$ cat config.mk
export PLATFORM = sky130hd
export DESIGN_NAME = nfc_host
export DESIGN_NICKNAME = d
export VERILOG_FILES = /design/src/nfc_pkg.sv /design/src/nfc_sync.sv /design/src/nfc_host.sv
export SDC_FILE = /design/constraint.sdc
export NUM_CORES = 1
export LEC_CHECK = 0
export ABC_CLOCK_PERIOD_IN_PS = 3600
export BUFFER_PORTS_ARGS = -buffer_cell sky130_fd_sc_hd__buf_2
export CELL_PAD_IN_SITES_DETAIL_PLACEMENT = 2
export CELL_PAD_IN_SITES_GLOBAL_PLACEMENT = 2
export CORE_UTILIZATION = 35
export DETAILED_ROUTE_END_ITERATION = 12
export PLACE_DENSITY_LB_ADDON = 0.1
export SLEW_MARGIN = 40
export SYNTH_ARGS = -nofsm -noshare
export SYNTH_HDL_FRONTEND = slang
export SYNTH_SLANG_ARGS = --single-unit
$ cat constraint.sdc
create_clock -name core_clk -period 3.6 [get_ports core_clk]
set_input_delay 0.18 -clock core_clk [delete_from_list [all_inputs] [get_ports core_clk]]
set_output_delay 0.18 -clock core_clk [all_outputs]
set_load 0.01 [all_outputs]
$ cat src/nfc_pkg.sv
// constants for the nor flash host command controller
package nfc_pkg;
   localparam int ADDR_W = 19;
   localparam int DATA_W = 16;
   // bus timing in ns, converted to core_clk cycles (20 ns)
   localparam int CLK_NS        = 20;
   localparam int T_SETUP_NS    = 40;
   localparam int T_PULSE_NS    = 60;
   localparam int T_HOLD_NS     = 40;
   localparam int T_READ_NS     = 90;
   localparam int SETUP_CYC     = (T_SETUP_NS + CLK_NS - 1) / CLK_NS;
   localparam int PULSE_CYC     = (T_PULSE_NS + CLK_NS - 1) / CLK_NS;
   localparam int HOLD_CYC      = (T_HOLD_NS + CLK_NS - 1) / CLK_NS;
   localparam int READ_CYC      = (T_READ_NS + CLK_NS - 1) / CLK_NS + 1;
   localparam int CNT_W         = 8;
   // command codes and unlock addresses
   localparam logic [7:0]  CMD_UNLOCK_A   = 8'hAA;
   localparam logic [7:0]  CMD_UNLOCK_B   = 8'h55;
   localparam logic [7:0]  CMD_PROGRAM    = 8'hA0;
   localparam logic [7:0]  CMD_ERASE_PRE  = 8'h80;
   localparam logic [7:0]  CMD_SECTOR_ER  = 8'h30;
   localparam logic [7:0]  CMD_BLOCK_ER   = 8'h50;
   localparam logic [7:0]  CMD_CHIP_ER    = 8'h10;
   localparam logic [18:0] ADDR_UNLOCK_A  = 19'h0_5555;
   localparam logic [18:0] ADDR_UNLOCK_B  = 19'h0_2AAA;
   // address field positions
   localparam int SECTOR_LSB = 11;
   localparam int BLOCK_LSB  = 15;
   // user operation codes
   typedef enum logic [2:0] {
      NFC_OP_READ, NFC_OP_PROGRAM, NFC_OP_SECTOR, NFC_OP_BLOCK, NFC_OP_CHIP
   } nfc_op_t;
   localparam logic [2:0] SEQ_PROG_LEN  = 3'd4;
   localparam logic [2:0] SEQ_ERASE_LEN = 3'd6;
   localparam logic [1:0] RECHECK_READS = 2'd2;
endpackage : nfc_pkg

$ cat src/nfc_sync.sv
// two flip-flop synchroniser for the flash data pins
`timescale 1ns/1ps
module nfc_sync #(
   parameter int WIDTH = 16
) (
   input  wire logic             core_clk,
   input  wire logic             sys_rst,
   input  wire logic [WIDTH-1:0] async_in,
   output logic      [WIDTH-1:0] sync_out
);
   logic [WIDTH-1:0] meta_reg;
   logic [WIDTH-1:0] sync_reg;

   always_ff @(posedge core_clk) begin
      if (sys_rst) begin
         meta_reg <= '0;
         sync_reg <= '0;
      end else begin
         meta_reg <= async_in;
         sync_reg <= meta_reg;
      end
   end

   assign sync_out = sync_reg;
endmodule // nfc_sync

$ cat src/nfc_host.sv
// host controller driving a parallel nor flash through its pins
// Rules of the flash device
// host writes each command cycle with write strobe low while chip select low
// device latches address when later of strobe or select falls
// device latches data when first of strobe or select rises
// device sleeps after read, wakes on new read without delay
// read data only while chip select and output gate both low
// device floats data when chip select or output gate high
// chip select high deselects device, bus activity ignored
// program is three unlock cycles then address and data cycle
// internal program finishes within 20 us
// during program only status reads are meaningful
// commands during internal program are ignored
// sector erase six cycles, last carries 30h, sector on A11-A18
// block erase six cycles, last carries 50h, block on A15-A18
// erase address latched on sixth falling edge, code on rising
// sector or block erase starts after sixth strobe, commands ignored
// chip erase six cycles, last writes 10h to 5555h
// chip erase starts at sixth strobe rise, commands ignored
// during erase only status bits are meaningful
// device gives polling and toggling completion bits after launching strobe
// on apparent conflict host reads twice more, both must be valid
// polling bit reads inverse data during program, true after
// polling bit reads zero during erase, one after
// toggling bit alternates during operation, stops when done
// invalid cycle aborts sequence, upper data lanes ignored
// device alters nothing without full correct unlock and command
`timescale 1ns/1ps
module nfc_host
   import nfc_pkg::*;
#(
   parameter int ADDR_WIDTH = nfc_pkg::ADDR_W,
   parameter int DATA_WIDTH = nfc_pkg::DATA_W
) (
   input  wire logic                  core_clk,
   input  wire logic                  sys_rst,
   // user side
   input  wire logic                  req_valid,
   input  wire nfc_pkg::nfc_op_t      req_op,
   input  wire logic [ADDR_WIDTH-1:0] req_addr,
   input  wire logic [DATA_WIDTH-1:0] req_wdata,
   output logic                       req_ready,
   output logic                       rsp_valid,
   output logic [DATA_WIDTH-1:0]      rsp_rdata,
   // flash pins
   output logic                       chip_sel_n,
   output logic                       out_gate_n,
   output logic                       wr_strobe_n,
   output logic [ADDR_WIDTH-1:0]      flash_addr,
   output logic [DATA_WIDTH-1:0]      flash_dq_out,
   output logic                       flash_dq_oe_n,
   input  wire logic [DATA_WIDTH-1:0] flash_dq_in
);
   import nfc_pkg::*;

   typedef enum logic [3:0] {
      ST_IDLE, ST_WSETUP, ST_WPULSE, ST_WHOLD, ST_NEXT,
      ST_RSETUP, ST_RWAIT, ST_RDONE, ST_POLL, ST_POLLGAP
   } nfc_state_t;

   nfc_state_t            state_reg, state_next;
   nfc_op_t               op_reg;
   logic [ADDR_WIDTH-1:0] uaddr_reg;
   logic [DATA_WIDTH-1:0] udata_reg;
   logic [2:0]            step_reg;
   logic [CNT_W-1:0]      cnt_reg;
   logic [DATA_WIDTH-1:0] prev_reg;
   logic                  have_prev_reg;
   logic [1:0]            recheck_reg;
   logic [DATA_WIDTH-1:0] dq_sync;

   nfc_sync #(
      .WIDTH (DATA_WIDTH)
   ) u_sync (
      .core_clk (core_clk),
      .sys_rst  (sys_rst),
      .async_in (flash_dq_in),
      .sync_out (dq_sync)
   );

   // ----------------------------------------------------------------
   // sequence table: address and data for the current write cycle
   // ----------------------------------------------------------------
   wire       is_erase  = (op_reg == NFC_OP_SECTOR) || (op_reg == NFC_OP_BLOCK) || (op_reg == NFC_OP_CHIP);
   wire [2:0] seq_len   = is_erase ? SEQ_ERASE_LEN : SEQ_PROG_LEN;
   wire       last_step = (step_reg == seq_len - 3'd1);
   wire [7:0] last_cmd  = (op_reg == NFC_OP_SECTOR) ? CMD_SECTOR_ER :
                          (op_reg == NFC_OP_BLOCK)  ? CMD_BLOCK_ER  : CMD_CHIP_ER;
   // sector and block select fields
   wire [ADDR_WIDTH-1:0] sector_addr = (uaddr_reg >> SECTOR_LSB) << SECTOR_LSB;
   wire [ADDR_WIDTH-1:0] block_addr  = (uaddr_reg >> BLOCK_LSB) << BLOCK_LSB;
   wire [ADDR_WIDTH-1:0] erase_addr  = (op_reg == NFC_OP_SECTOR) ? sector_addr :
                                       (op_reg == NFC_OP_BLOCK)  ? block_addr  : ADDR_UNLOCK_A;
   // unlock order, command cycle, a second unlock pair for erase, then final cycle
   logic [ADDR_WIDTH-1:0] seq_addr;
   logic [7:0]            seq_byte;
   always_comb begin
      seq_addr = ADDR_UNLOCK_A;
      seq_byte = CMD_UNLOCK_A;
      case (step_reg)
         3'd0:    begin seq_addr = ADDR_UNLOCK_A; seq_byte = CMD_UNLOCK_A; end
         3'd1:    begin seq_addr = ADDR_UNLOCK_B; seq_byte = CMD_UNLOCK_B; end
         3'd2:    begin seq_addr = ADDR_UNLOCK_A; seq_byte = is_erase ? CMD_ERASE_PRE : CMD_PROGRAM; end
         3'd3:    begin
            seq_addr = is_erase ? ADDR_UNLOCK_A : uaddr_reg;
            seq_byte = is_erase ? CMD_UNLOCK_A : udata_reg[7:0];
         end
         3'd4:    begin seq_addr = ADDR_UNLOCK_B; seq_byte = CMD_UNLOCK_B; end
         3'd5:    begin seq_addr = erase_addr; seq_byte = last_cmd; end
         default: begin seq_addr = ADDR_UNLOCK_A; seq_byte = CMD_UNLOCK_A; end
      endcase
   end
   // upper lanes zero on command cycles, full word on program data
   wire prog_data = !is_erase && last_step;
   wire [DATA_WIDTH-1:0] seq_word = prog_data ? udata_reg : {{(DATA_WIDTH-8){1'b0}}, seq_byte};

   // ----------------------------------------------------------------
   // completion polling
   // ----------------------------------------------------------------
   // expected final value of the polling bit
   wire poll_target = is_erase ? 1'b1 : udata_reg[7];
   // toggling bit stopped between two consecutive reads
   wire toggle_stop = have_prev_reg && (prev_reg[6] == dq_sync[6]);
   wire status_done = toggle_stop && (dq_sync[7] == poll_target);
   wire cnt_done    = (cnt_reg == '0);
   // answer word
   // the pins float once the gate rises, so a finished poll answers with its last gated read
   wire [DATA_WIDTH-1:0] rsp_word = (op_reg == NFC_OP_READ) ? dq_sync : prev_reg;

   always_comb begin
      state_next = state_reg;
      case (state_reg)
         ST_IDLE:    if (req_valid) state_next = (req_op == NFC_OP_READ) ? ST_RSETUP : ST_WSETUP;
         ST_WSETUP:  if (cnt_done) state_next = ST_WPULSE;
         ST_WPULSE:  if (cnt_done) state_next = ST_WHOLD;
         ST_WHOLD:   if (cnt_done) state_next = ST_NEXT;
         ST_NEXT:    state_next = last_step ? ST_POLL : ST_WSETUP;
         ST_RSETUP:  state_next = ST_RWAIT;
         ST_RWAIT:   if (cnt_done) state_next = ST_RDONE;
         ST_RDONE:   state_next = ST_IDLE;
         ST_POLL:    if (cnt_done) state_next = ST_POLLGAP;
         // after done seen, two more reads must agree
         ST_POLLGAP: state_next = (status_done && recheck_reg == RECHECK_READS) ? ST_RDONE : ST_POLL;
         default:    state_next = ST_IDLE;
      endcase
   end

   // ----------------------------------------------------------------
   // state, counters and pins
   // ----------------------------------------------------------------
   always_ff @(posedge core_clk) begin
      if (sys_rst) begin
         state_reg     <= ST_IDLE;
         op_reg        <= NFC_OP_READ;
         uaddr_reg     <= '0;
         udata_reg     <= '0;
         step_reg      <= '0;
         cnt_reg       <= '0;
         prev_reg      <= '0;
         have_prev_reg <= 1'b0;
         recheck_reg   <= '0;
         req_ready     <= 1'b0;
         rsp_valid     <= 1'b0;
         rsp_rdata     <= '0;
         chip_sel_n    <= 1'b1;
         out_gate_n    <= 1'b1;
         wr_strobe_n   <= 1'b1;
         flash_addr    <= '0;
         flash_dq_out  <= '0;
         flash_dq_oe_n <= 1'b1;
      end else begin
         state_reg <= state_next;
         rsp_valid <= 1'b0;
         req_ready <= (state_next == ST_IDLE) && !(state_reg == ST_IDLE && req_valid);
         if (!cnt_done) cnt_reg <= cnt_reg - 1'b1;
         case (state_reg)
            ST_IDLE: if (req_valid) begin
               op_reg    <= req_op;
               uaddr_reg <= req_addr;
               udata_reg <= req_wdata;
               step_reg  <= '0;
               req_ready <= 1'b0;
               cnt_reg   <= CNT_W'(SETUP_CYC);
               // select held high while idle
               chip_sel_n <= 1'b0;
            end
            ST_WSETUP: begin
               // address stable before strobe falls
               flash_addr    <= seq_addr;
               flash_dq_out  <= seq_word;
               flash_dq_oe_n <= 1'b0;
               out_gate_n    <= 1'b1;
               if (cnt_done) begin
                  // strobe low with select low
                  wr_strobe_n <= 1'b0;
                  cnt_reg     <= CNT_W'(PULSE_CYC);
               end
            end
            ST_WPULSE: if (cnt_done) begin
               // data held across strobe rise
               wr_strobe_n <= 1'b1;
               cnt_reg     <= CNT_W'(HOLD_CYC);
            end
            ST_WHOLD: if (cnt_done) flash_dq_oe_n <= 1'b1;
            ST_NEXT: begin
               step_reg <= step_reg + 3'd1;
               cnt_reg  <= CNT_W'(last_step ? READ_CYC : SETUP_CYC);
               // only status reads until done
               if (last_step) begin
                  out_gate_n    <= 1'b0;
                  have_prev_reg <= 1'b0;
                  recheck_reg   <= '0;
               end
            end
            ST_RSETUP: begin
               // both low, own drivers released
               flash_addr    <= uaddr_reg;
               flash_dq_oe_n <= 1'b1;
               out_gate_n    <= 1'b0;
               cnt_reg       <= CNT_W'(READ_CYC);
            end
            ST_RDONE: begin
               rsp_valid  <= 1'b1;
               rsp_rdata  <= rsp_word;
               // release bus so device may drop to low power
               chip_sel_n <= 1'b1;
               out_gate_n <= 1'b1;
            end
            ST_POLL: if (cnt_done) out_gate_n <= 1'b1;
            ST_POLLGAP: begin
               // poll status until both bits settle
               prev_reg      <= dq_sync;
               have_prev_reg <= 1'b1;
               if (status_done) begin
                  if (recheck_reg != RECHECK_READS) recheck_reg <= recheck_reg + 2'd1;
               end else begin
                  recheck_reg <= '0;
               end
               if (!(status_done && recheck_reg == RECHECK_READS)) begin
                  out_gate_n <= 1'b0;
                  cnt_reg    <= CNT_W'(READ_CYC);
               end
            end
            default: ;
         endcase
      end
   end
endmodule // nfc_host

# --- Yosys cells after proc, flatten, opt, wreduce, memory -nomap -nowiden ---
# Cells that the tools add are included.
classes:
  add_sub_neg: 4
  eq_ne: 30
  muxes: 50
  reduce_logical: 32
ops:
  columns: ["cell", "count"]
  rows:
  - ["$mux 19", 3]
  - ["$pmux 19 s3", 1]
  - ["$mux 8", 6]
  - ["$pmux 8 s6", 1]
  - ["$pmux 19 s2", 1]
  - ["$pmux 4 s9", 1]
  - ["$mux 16", 2]
  - ["$mux 4", 8]
  - ["$pmux 8 s4", 1]
  - ["$eq 4x3->1 const B", 4]
  - ["$ne 2x2->1 const B", 8]
  - ["$mux 7", 2]
  - ["$eq 3x2->1 const B", 4]
  - ["$reduce_and 2->1", 5]
  - ["$reduce_bool 2->1", 5]
  - ["$eq 3x3->1 const B", 3]
  - ["$mux 1", 9]
  - ["$mux 3", 3]
  - ["$eq 4x2->1 const B", 2]
  - ["$eq 4x4->1 const B", 2]
  - ["$logic_not 4->1", 2]
  - ["$logic_not 8->1", 1]
  - ["$mux 2", 4]
  - ["$sub 8x1->8 const B", 1]
  - ["24 further kinds", 37]
totals:
  reg_bits: 161
  in_bits: 57
  out_inout_bits: 57
  word_cells: 136

# --- Logic depth before layout (Yosys ltp) ---
# Gate-level depths: netlist of run 1.
logic_depth:
  word_depth: 13
  depth_mapped: 10
  depth_no_buf: 10

# --- By module ---
# Synthesis of run 1 repeated with hierarchy kept, for this count alone.
unflattened:
  hier_cells: 760
  hier_area_um2: 6507.5
modules_own_cells:
  columns: ["module", "instances", "cells_per_inst", "area_per_inst_um2", "seq_area_each_um2"]
  rows:
  - ["nfc_host", 1, 693, 5644.2, 2582.5]
  - ["nfc_sync", 1, 67, 863.3, 640.6]

# --- Worst setup path after synthesis of run 1 ---
# No wires, ideal clock.
synth_timing:
  path_type: "reg2reg"
  from: "reg cnt_reg[0]"
  to: "reg req_ready"
  setup_ps: 92
  arrival_time_ps: 1746
  required_time_ps: 3508
  slack_ps: 1762
  path_stages_with_launch: 9
  n_path_buf: 1
  period_less_slack_ps: 1838
  path_cell_list: "dfxtp_1 > inv_1 > ha_1 > nor3b_1 > and2_1 > buf_2 > a2111oi_0 > nor3_1 > nor4_1"
synth_between:
  elab_chain_len: 7
  elab_cells_between_ends: 11
  cone_classes: "mux: 8; reduce/logical: 3"
synth_rtl:
  columns: ["element", "line", "text"]
  rows:
  - ["from (decl)", "nfc_host.sv:66", "logic [CNT_W-1:0] cnt_reg;"]
  - ["from (signal assigned)", "nfc_host.sv:175", "if (!cnt_done) cnt_reg <= cnt_reg - 1'b1;"]
  - ["from (signal assigned)", "nfc_host.sv:183", "cnt_reg <= CNT_W'(SETUP_CYC);"]
  - ["from (signal assigned)", "nfc_host.sv:196", "cnt_reg <= CNT_W'(PULSE_CYC);"]
  - ["$logic_not 8->1 (*)", "nfc_host.sv:125", "wire cnt_done = (cnt_reg == '0);"]
  - ["$mux 4 (on tied branches)", null, null]
  - ["$pmux 4 s9 (*)", "nfc_host.sv:132", "case (state_reg)"]
  - ["$logic_not 4->1 (*)", "nfc_host.sv:174", "req_ready <= (state_next == ST_IDLE) && !(state_reg == ST_IDLE && req_valid);"]
  - ["$logic_and 1x1->1 (*)", "nfc_host.sv:174", null]
  - ["$mux 1", "nfc_host.sv:177", "ST_IDLE: if (req_valid) begin"]
  - ["$mux 1 (*)", "nfc_host.sv:176", "case (state_reg)"]
  - ["to (signal assigned)", "nfc_host.sv:174", null]
  - ["to (decl)", "nfc_host.sv:42", "output logic req_ready,"]
# Mark *: on every way between the ends. The rest lies on a longest branch, timed or not.
# A chain may end at the register's enable or synchronous reset.

# --- Worst setup path in the final report of run 1 ---
layout_timing:
  from: "reg state_reg[0]"
  to: "reg recheck_reg[0]"
layout_between:
  elab_chain_len: 3
  elab_cells_between_ends: 7
  cone_classes: "eq/ne: 4; mux: 1; reduce/logical: 2"
layout_rtl:
  columns: ["element", "line", "text"]
  rows:
  - ["from (decl)", "nfc_host.sv:61", "nfc_state_t state_reg, state_next;"]
  - ["from (signal assigned)", "nfc_host.sv:172", "state_reg <= state_next;"]
  - ["$eq 4x4->1 / $eq 4x3->1 (equally long branches)", "nfc_host.sv:176", null]
  - ["$ne 3x3->1 (no source line), or another cell as far along", null, null]
  - ["$reduce_and 3->1 (no source line)", null, null]
  - ["to (signal assigned)", "nfc_host.sv:235", "if (recheck_reg != RECHECK_READS) recheck_reg <= recheck_reg + 2'd1;"]
  - ["to (decl)", "nfc_host.sv:69", "logic [1:0] recheck_reg;"]
# Parallel ways exist; a longest one is shown, timed or not.

==> flow_metrics.env, run 1 <==
export IMPL_synthAdderAreaFrac=0.0174
export IMPL_synth_edff_count=0
export IMPL_min_path_cells=2
export IMPL_synth_compound_area_frac=0.171
export IMPL_overflow=0
export IMPL_fin_skew_ns=0.0117
export IMPL_antenna_found_initial=0
export IMPL_critical_path_max_stage_delay_ns=0.73
export IMPL_place_gp_congestion=0.814
export IMPL_routed_wl_mm=20.3
export IMPL_clock_sink_count=161
export IMPL_htreeDepth=4
export IMPL_maxCapViolCount=0
export IMPL_drt_vias_per_instance=5.27
export IMPL_synthDominantCellAreaShare=0.498
export IMPL_reg2reg_from="state_reg[0]"
export IMPL_cts_tree="done"
export IMPL_fin_area_sq_mm=0.00811
export IMPL_syn_inst=765
export IMPL_endpoint_kind="flop"
export IMPL_tightestPinTransition_ns=0.800
export IMPL_power_density_mw_per_mm2=687
export IMPL_setup_tns_ns=0
export IMPL_synth_commonest_cells="dfxtp_1, nand2_1, a21oi_1, nor2_1, nor2b_1"
export IMPL_finalCritPeriodShare=0.721
export IMPL_hpwl_mm=13.4
export IMPL_synth_simple_area_share=0.230
export IMPL_die_w_microns=138
export IMPL_cp_required_ns=3.94
export IMPL_fin_nets=960
export IMPL_root_buffer="clkbuf_16"
export IMPL_synth_cell_types=57
export IMPL_synth_top_family_by_area="simple AND/OR/NAND/NOR gates"
export IMPL_rsz0062_at_grt="no"
export IMPL_numPortBuffers=113
export IMPL_rows=49
export IMPL_ys_seq_area_frac=0.498
export IMPL_hp_start="flash_dq_in[7]"
export IMPL_diodes=0
export IMPL_die_y_microns=138
export IMPL_p_total_w=0.00557
export IMPL_ys_seq_elements=161
export IMPL_place_area_sq_mm=0.00716
export IMPL_finalHoldViolations=0
export IMPL_vdd_drop_max_mv=0.328
export IMPL_startpoint="state_reg[0]"
export IMPL_synth_mux_area_frac=0.0325
export IMPL_remaining_drc_errors=0
export IMPL_synth_net_count=831
export IMPL_cts_buffers=17
export IMPL_grt_max_degree=75
export IMPL_drtIter0Drc=200
export IMPL_crit_family="simple AND/OR/NAND/NOR gates"
export IMPL_synthFlopType="dfxtp_1"
export IMPL_worstRegToRegCells=6
export IMPL_worstSetupStartpointType="flop"
export IMPL_crit_slowest_cell="dfxtp_1"
export IMPL_clk_latency_ns=0.42
export IMPL_grt_pass1_wl_mm=33.1
export IMPL_critPathBufInv=1
export IMPL_crit_fanout=19
export IMPL_cts_buffer_depth=2
export IMPL_area_delta_synth_final_pct=25.4
export IMPL_drt_pass1_iterations=6
export IMPL_crit_arrival_ns=2.93
export IMPL_avgRoutedWirePerCell_microns=17.9
export IMPL_max_slew_margin=0.465
export IMPL_start_util=0.359
export IMPL_finalWorstSetupSlack_ns=1.00
export IMPL_fmax_mhz=385
export IMPL_core_area_sq_mm=0.0180
export IMPL_grt_use_total=0.225
export IMPL_io_pins=114
export IMPL_synth_top_cell_by_area="dfxtp_1"
export IMPL_slew_viol_final=0
export IMPL_synth_top_cells_by_area="dfxtp_1, nand2_1, a21oi_1"
export IMPL_final_min_clock_period_ns=2.60
export IMPL_ant_nets=0
export IMPL_path_depth=6
export IMPL_crit_type="reg -> reg"
export IMPL_ys_warn_count=0
export IMPL_clkTransAtPathRegs_ns=0.07
export IMPL_synth_xor_area_share=0.00812
export IMPL_grt_pass1_vias=6568
export IMPL_die_area_sq_mm=0.0190
export IMPL_synthArstFlopShare=0
export IMPL_path_cells="nand2b_1, nor2_2, buf_4, o21ai_0, or4_1, mux2i_1"
export IMPL_drive_above_1_share=0.183
export IMPL_setup_violations_final=0
export IMPL_vias=5982
export IMPL_min_path_type="in -> reg"
export IMPL_leakage_nw=3.25
export IMPL_preCtsSetupSlack_ns=0.979
export IMPL_status="finished clean"
export IMPL_yosysMostFrequentCell="dfxtp_1"
export IMPL_avgSynthCellArea_sq_um=8.46
export IMPL_synth_area_sq_mm=0.00647
export IMPL_final_core_util=0.450
## routing by layer
metal  wire length, microns  vias to the layer above  share of wire  GRT usage
met2                  10600                       98           0.52      0.407
li1                       -                     2878              -          -
met5                      0                        -              0          0
met1                   8900                     2990           0.44      0.269
met3                    581                       16          0.029     0.0431
met4                    223                        0          0.011     0.0598
## timing repair
action,4_1_cts,5_1_grt
hold endpoints to repair,39,0
hold buffers,39,0
resized for setup,0,0
buffers inserted,0,0
## power by group
group	switching, W	internal, W	total [W]
Clock	0.000756	0.000990	0.00175
Sequential	0.000226	0.00204	0.00226
Combinational	0.000982	0.000583	0.00156
## cell usage in the layout (no fill, tap or decap), drive strengths merged, types with 15 or more instances in the layout
cell type    count
a211oi          22
a21oi           93
mux2i           21
buf            120
nand3           21
inv             15
clkbuf          20
o21ai           30
nor2b           39
dfxtp          161
nand2          155
dlygate4sd3     39
nor2            61
## per-stage QoR
stage	hold WS [ns]	cells
floorplan	0.308	765
global placement	0.388	1065
detailed placement	0.401	1065
CTS	0.000192	1135
global route	0.00581	1135
finish	0.0154	1135
## kinds of logic after synthesis
| kind of cell | after synthesis |
|---|---|
| xor gates and xnor gates | 6 |
| buffers and inverters | 62 |
| adders and majority gates | 9 |
| and+or+nand+nor | 321 |
| muxes | 21 |
| DFF | 161 |
| AOI/OAI and AO/OA | 185 |
## area by class of cell
class                           instances  area, sq um
Fill cell                            1989         9910
Sequential cell                       161         3220
Multi-Input combinational cell        542         2980
Timing Repair Buffer                  159         1010
Clock buffer                           20          457
Tap cell                              229          287
Clock inverter                         11          108
Inverter                               13         48.8
## worst paths after layout
path                                             to  slack (ns)
worst max-delay path                 recheck_reg[0]        1.00
worst min-delay path             u_sync.meta_reg[7]        0.02
worst max register to register       recheck_reg[0]        1.00
worst min register to register  u_sync.sync_out[12]        0.44
No activity file was read; power rests on OpenSTA's default activity.
==> run 2, diff against run 1 <==
ABC_AREA = 1   (was not set)
ABC_CLOCK_PERIOD_IN_PS = 2500   (was 3600)
CORE_UTILIZATION = 31   (was 35)
clock period = 2.5 ns   (was 3.6 ns; I/O delays follow)
==> flow_metrics.env, run 2 <==
export IMPL_status="finished clean"
export IMPL_multi_input_area_sq_mm=0.00268
export IMPL_layout_commonest_cell="dfxtp_1"
export IMPL_vias=6169
export IMPL_setup_violations_final=0
export IMPL_drt_vias_per_instance=4.83
export IMPL_switching_share=0.369
export IMPL_antenna_found_initial=0
export IMPL_grt_max_degree=56
export IMPL_cts_buffers=17
export IMPL_core_area_sq_mm=0.0203
export IMPL_yosysMostFrequentCell="dfxtp_1"
export IMPL_most_common_layout_cells="dfxtp_1, nand2_1, nor2_1, buf_2, o21ai_0"
export IMPL_p_int_w=0.00538
export IMPL_worstSetupStartpointType="flop"
export IMPL_hold_buffers=46
export IMPL_grt_use_total=0.212
export IMPL_max_slew_margin=0.602
export IMPL_numPortBuffers=113
export IMPL_ant_nets=0
export IMPL_synth_simple_area_share=0.209
export IMPL_cts_resized=0
export IMPL_power_density_mw_per_mm2=1030
export IMPL_synth_compound_area_frac=0.181
export IMPL_cp_required_ns=2.82
export IMPL_hpwl_mm=14.6
export IMPL_r2r_setup_slack_ns=0.46
export IMPL_pwr_share_clk=0.318
export IMPL_die_y_microns=146
export IMPL_rsz0062_at_grt="no"
export IMPL_cts_tree="done"
export IMPL_synthFlopType="dfxtp_1"
export IMPL_ys_seq_area_frac=0.501
export IMPL_vdd_drop_max_mv=0.464
export IMPL_ys_seq_elements=161
export IMPL_synth_xor_area_share=0.00817
export IMPL_regArea_sq_mm=0.00322
export IMPL_synthDominantCellAreaShare=0.501
export IMPL_clkTransAtPathRegs_ns=0.07
export IMPL_final_min_clock_period_ns=2.04
export IMPL_synth_top_cell_by_area="dfxtp_1"
export IMPL_r2r_end="flash_addr[7]"
export IMPL_io_pins=114
export IMPL_fmax_mhz=490
export IMPL_root_buffer="clkbuf_16"
export IMPL_power_frac_comb=0.296
export IMPL_finalCritPeriodShare=0.816
export IMPL_clk_latency_ns=0.44
export IMPL_remaining_drc_errors=0
export IMPL_avgRoutedWirePerCell_microns=16.8
export IMPL_syn_inst=847
export IMPL_min_path_type="in -> reg"
export IMPL_setup_tns_ns=0
export IMPL_final_core_util=0.408
export IMPL_leakage_nw=3.70
export IMPL_area_delta_synth_final_pct=28.9
export IMPL_drtIter0Drc=204
export IMPL_clock_sink_count=161
export IMPL_hold_end="udata_reg[5]"
export IMPL_synthArstFlopShare=0
export IMPL_place_gp_congestion=0.827
export IMPL_cts_setup_buffers=0
export IMPL_cts_buffer_depth=2
export IMPL_overflow=0
export IMPL_min_path_cells=3
export IMPL_crit_fanout=7
export IMPL_start_util=0.317
export IMPL_finalHoldViolations=0
export IMPL_die_w_microns=146
export IMPL_synth_top_family_by_area="simple AND/OR/NAND/NOR gates"
export IMPL_slew_viol_final=0
export IMPL_grt_pass1_vias=6914
export IMPL_synth_edff_count=0
export IMPL_ys_warn_count=0
export IMPL_drive_above_1_share=0.190
export IMPL_reg2reg_from="step_reg[0]"
export IMPL_htreeDepth=4
export IMPL_drt_pass1_iterations=4
export IMPL_synth_net_count=913
export IMPL_die_area_sq_mm=0.0213
export IMPL_endpoint_kind="flop"
export IMPL_maxCapViolCount=0
export IMPL_worstRegToRegCells=7
export IMPL_synth_mux_area_frac=0
export IMPL_fin_skew_ns=0.0132
export IMPL_synthAdderAreaFrac=0.0175
export IMPL_hp_start="req_wdata[5]"
export IMPL_crit_arrival_ns=2.36
export IMPL_tightestPinTransition_ns=0.593
export IMPL_routed_wl_mm=21.5
export IMPL_grt_pass1_wl_mm=35.4
export IMPL_synth_top_cells_by_area="dfxtp_1, nand2_1, o21ai_0"
export IMPL_synth_area_sq_mm=0.00643
export IMPL_fill_cells=2334
export IMPL_synth_cell_types=36
export IMPL_avgSynthCellArea_sq_um=7.59
export IMPL_synth_commonest_cells="dfxtp_1, nand2_1, nor2_1, o21ai_0, a21oi_1"
export IMPL_crit_type="reg -> reg"
export IMPL_switchingPower_w=0.00314
export IMPL_p_seq_frac=0.386
export IMPL_rows=52
export IMPL_diodes=0
export IMPL_fin_nets=1061
run 2: worst max path at each step:
stage / slack [ns] / from / depth (start not counted) / to
floorplan: 0.91 / cnt_reg[0] / 9 / cnt_reg[0]
global placement: 0.57 / step_reg[0] / 9 / flash_addr[9]
detailed placement: 0.46 / step_reg[0] / 7 / flash_addr[7]
CTS: 0.45 / step_reg[0] / 7 / flash_addr[7]
global route: 0.23 / step_reg[0] / 7 / flash_addr[7]
finish: 0.46 / step_reg[0] / 7 / flash_addr[7]
run 2: cells by family (layout without fill, tap and decap cells):
logic type,after synthesis,count (layout)
XOR/XNOR,6,6
AND/OR/NAND/NOR,318,318
AO/OA/AOI/OAI,224,224
flip-flops,161,161
adder cells (fa/ha/maj),9,9
buffers and inverters,129,290
run 2: layer usage:
layer  GRT usage  vias up  part of all wire
met3      0.0354       23             0.028
met4      0.0661        0             0.014
met5           0        -                 0
li1            -     3020                 -
met1       0.257     3036              0.45
met2       0.381       90              0.50
run 2: power groups by stage:
stage | Combinational, W | Clock, W | Sequential [W]
after floorplan | 0.00153 | 0 | 0.00339
after global placement | 0.00236 | 0 | 0.00332
after detailed placement | 0.00248 | 0 | 0.00334
after CTS | 0.00258 | 0.00276 | 0.00330
after global routing | 0.00284 | 0.00288 | 0.00335
final | 0.00252 | 0.00271 | 0.00329
run 2: critical path: stages, from the launching register on:
cell,delay [ns]
dfxtp_1,0.43
inv_1,0.13
ha_1,0.23
a21o_1,0.21
o21ai_1,0.33
nor2_1,0.22
o21ai_0,0.27
a21oi_1,0.09
run 2: layout make-up:
class | count | area share
multi-input combinational | 557 | 0.323
timing repair buffer | 169 | 0.134
tap | 270 | 0.0408
inverter | 89 | 0.0403
sequential | 161 | 0.389
clock buffer | 17 | 0.0514
clock inverter | 15 | 0.0210
run 2: stage by stage:
step	worst slack, ns	total power [W]	instances	instance area, sq um	hold WS (ns)
after floorplan	0.909	0.00491	847	6430	0.232
after global placement	0.565	0.00568	1200	7220	0.324
after detailed placement	0.461	0.00582	1200	7220	0.336
after CTS	0.445	0.00864	1278	8280	0.00387
after global routing	0.229	0.00907	1278	8280	0.0376
final	0.459	0.00852	1278	8280	0.00887
==> run 3, diff against run 2 <==
ABC_CLOCK_PERIOD_IN_PS = 1700   (was 2500)
CORE_UTILIZATION = 28   (was 31)
clock period = 1.7 ns   (was 2.5 ns; I/O delays follow)
==> flow_metrics.env, run 3 (same netlist as run 2, synthesis figures left out) <==
export IMPL_status="finished clean"
export IMPL_grt_pass1_wl_mm=35.1
export IMPL_setup_violations_final=0
export IMPL_final_min_clock_period_ns=1.63
export IMPL_hp_start="req_addr[0]"
export IMPL_crit_slowest_cell="dfxtp_4"
export IMPL_grt_pass1_vias=6767
export IMPL_cp_required_ns=2.03
export IMPL_multi_input_area_sq_mm=0.00283
export IMPL_io_pins=114
export IMPL_antenna_found_initial=0
export IMPL_power_density_mw_per_mm2=1470
export IMPL_fill_cells=2677
export IMPL_clkTransAtPathRegs_ns=0.07
export IMPL_vdd_drop_max_mv=0.532
export IMPL_drtIter0Drc=243
export IMPL_final_core_util=0.396
export IMPL_routed_wl_mm=21.4
export IMPL_layout_commonest_cell="dfxtp_1"
export IMPL_clock_sink_count=161
export IMPL_fmax_mhz=614
export IMPL_grt_use_total=0.191
export IMPL_reg2reg_from="step_reg[0]"
export IMPL_cts_buffers=17
export IMPL_die_w_microns=154
export IMPL_drive_above_1_share=0.263
export IMPL_rows=55
export IMPL_max_slew_margin=0.671
export IMPL_core_area_sq_mm=0.0226
export IMPL_endpoint_kind="flop"
export IMPL_cts_tree="done"
export IMPL_drt_pass1_iterations=4
export IMPL_place_gp_congestion=0.754
export IMPL_critical_path_max_stage_delay_ns=0.39
export IMPL_fin_area_sq_mm=0.00894
export IMPL_p_total_w=0.0131
export IMPL_startpoint="step_reg[0]"
export IMPL_vias=6239
export IMPL_avgRoutedWirePerCell_microns=16.0
export IMPL_numPortBuffers=113
export IMPL_htreeDepth=4
export IMPL_crit_fanout=5
export IMPL_cts_buffer_depth=2
export IMPL_r2r_setup_slack_ns=0.07
export IMPL_remaining_drc_errors=0
export IMPL_fin_nets=1112
export IMPL_min_path_cells=3
export IMPL_finalHoldViolations=0
export IMPL_overflow=0
export IMPL_worstSetupStartpointType="flop"
export IMPL_crit_arrival_ns=1.96
export IMPL_place_area_sq_mm=0.00762
export IMPL_hold_end="uaddr_reg[0]"
export IMPL_area_delta_synth_final_pct=39.1
export IMPL_start_util=0.285
export IMPL_path_cells="inv_2, ha_4, a21o_1, buf_4, a21oi_2, nand2_2, nand3_1, nand2_1, o211ai_1, inv_1"
export IMPL_root_buffer="clkbuf_16"
export IMPL_die_y_microns=154
export IMPL_ant_nets=0
export IMPL_regArea_sq_mm=0.00325
export IMPL_maxCapViolCount=0
export IMPL_most_common_layout_cells="dfxtp_1, nand2_1, buf_2, nor2_1, o21ai_0"
export IMPL_hpwl_mm=14.4
export IMPL_crit_type="reg -> reg"
export IMPL_r2r_end="flash_dq_out[6]"
export IMPL_clk_latency_ns=0.44
export IMPL_slew_viol_final=0
export IMPL_drt_vias_per_instance=4.65
export IMPL_leakage_nw=3.98
export IMPL_worstRegToRegCells=10
export IMPL_tightestPinTransition_ns=0.493
export IMPL_diodes=0
export IMPL_min_path_type="in -> reg"
export IMPL_die_area_sq_mm=0.0236
export IMPL_fin_skew_ns=0.0163
export IMPL_finalCritPeriodShare=0.959
export IMPL_grt_max_degree=47
export IMPL_setup_tns_ns=0
[run 3: what timing repair did]
action,in CTS,in global routing
endpoints found under the setup margin,23,51
pin swaps,0,7
setup buffers,0,3
hold buffers,50,0
hold endpoints to repair,50,0
gates resized for setup,9,49
cloned,0,0
[run 3: through the flow]
step                hold WS (ns)  setup WS [ns]  instances
floorplan                  0.192          0.109        847
global placement           0.285         0.0107       1259
detailed placement         0.296         -0.123       1259
CTS                     0.000501        0.00218       1340
global route              0.0124       -0.00119       1343
finish                    0.0172         0.0703       1343
[run 3: metal layers]
| layer | wire (microns) | track usage |
|---|---|---|
| met5 | 0 | 0 |
| met4 | 289 | 0.0557 |
| met3 | 508 | 0.0366 |
| met2 | 10500 | 0.329 |
| met1 | 10200 | 0.240 |
[run 3: worst max path at each step]
stage | endpoint | slack [ns]
detailed placement | flash_addr[3] | -0.12
global placement | flash_addr[1] | 0.01
CTS | req_ready | 0.002
floorplan | cnt_reg[0] | 0.11
finish | flash_dq_out[6] | 0.07
global route | flash_dq_out[6] | -0.001
[run 3: critical path, delay by kind of cell (launching register included)]
| family | cells | cell delay [ns] |
|---|---|---|
| DFF | 1 | 0.39 |
| and+or+nand+nor | 3 | 0.26 |
| adders and majority gates | 1 | 0.17 |
| AOI/OAI and AO/OA | 3 | 0.42 |
| buffers and inverters | 3 | 0.28 |
[run 3: layout make-up]
type                            instances  share of cell area
Clock inverter                         13              0.0196
Clock buffer                           18              0.0491
Multi-Input combinational cell        557               0.316
Inverter                               89              0.0379
Tap cell                              285              0.0399
Sequential cell                       161               0.364
Timing Repair Buffer                  220               0.174
[run 3: report_power, final]
| part | internal (W) | total, W | switching, W |
|---|---|---|---|
| clock network | 0.00226 | 0.00404 | 0.00178 |
| logic | 0.00169 | 0.00427 | 0.00258 |
| registers | 0.00446 | 0.00484 | 0.000383 |
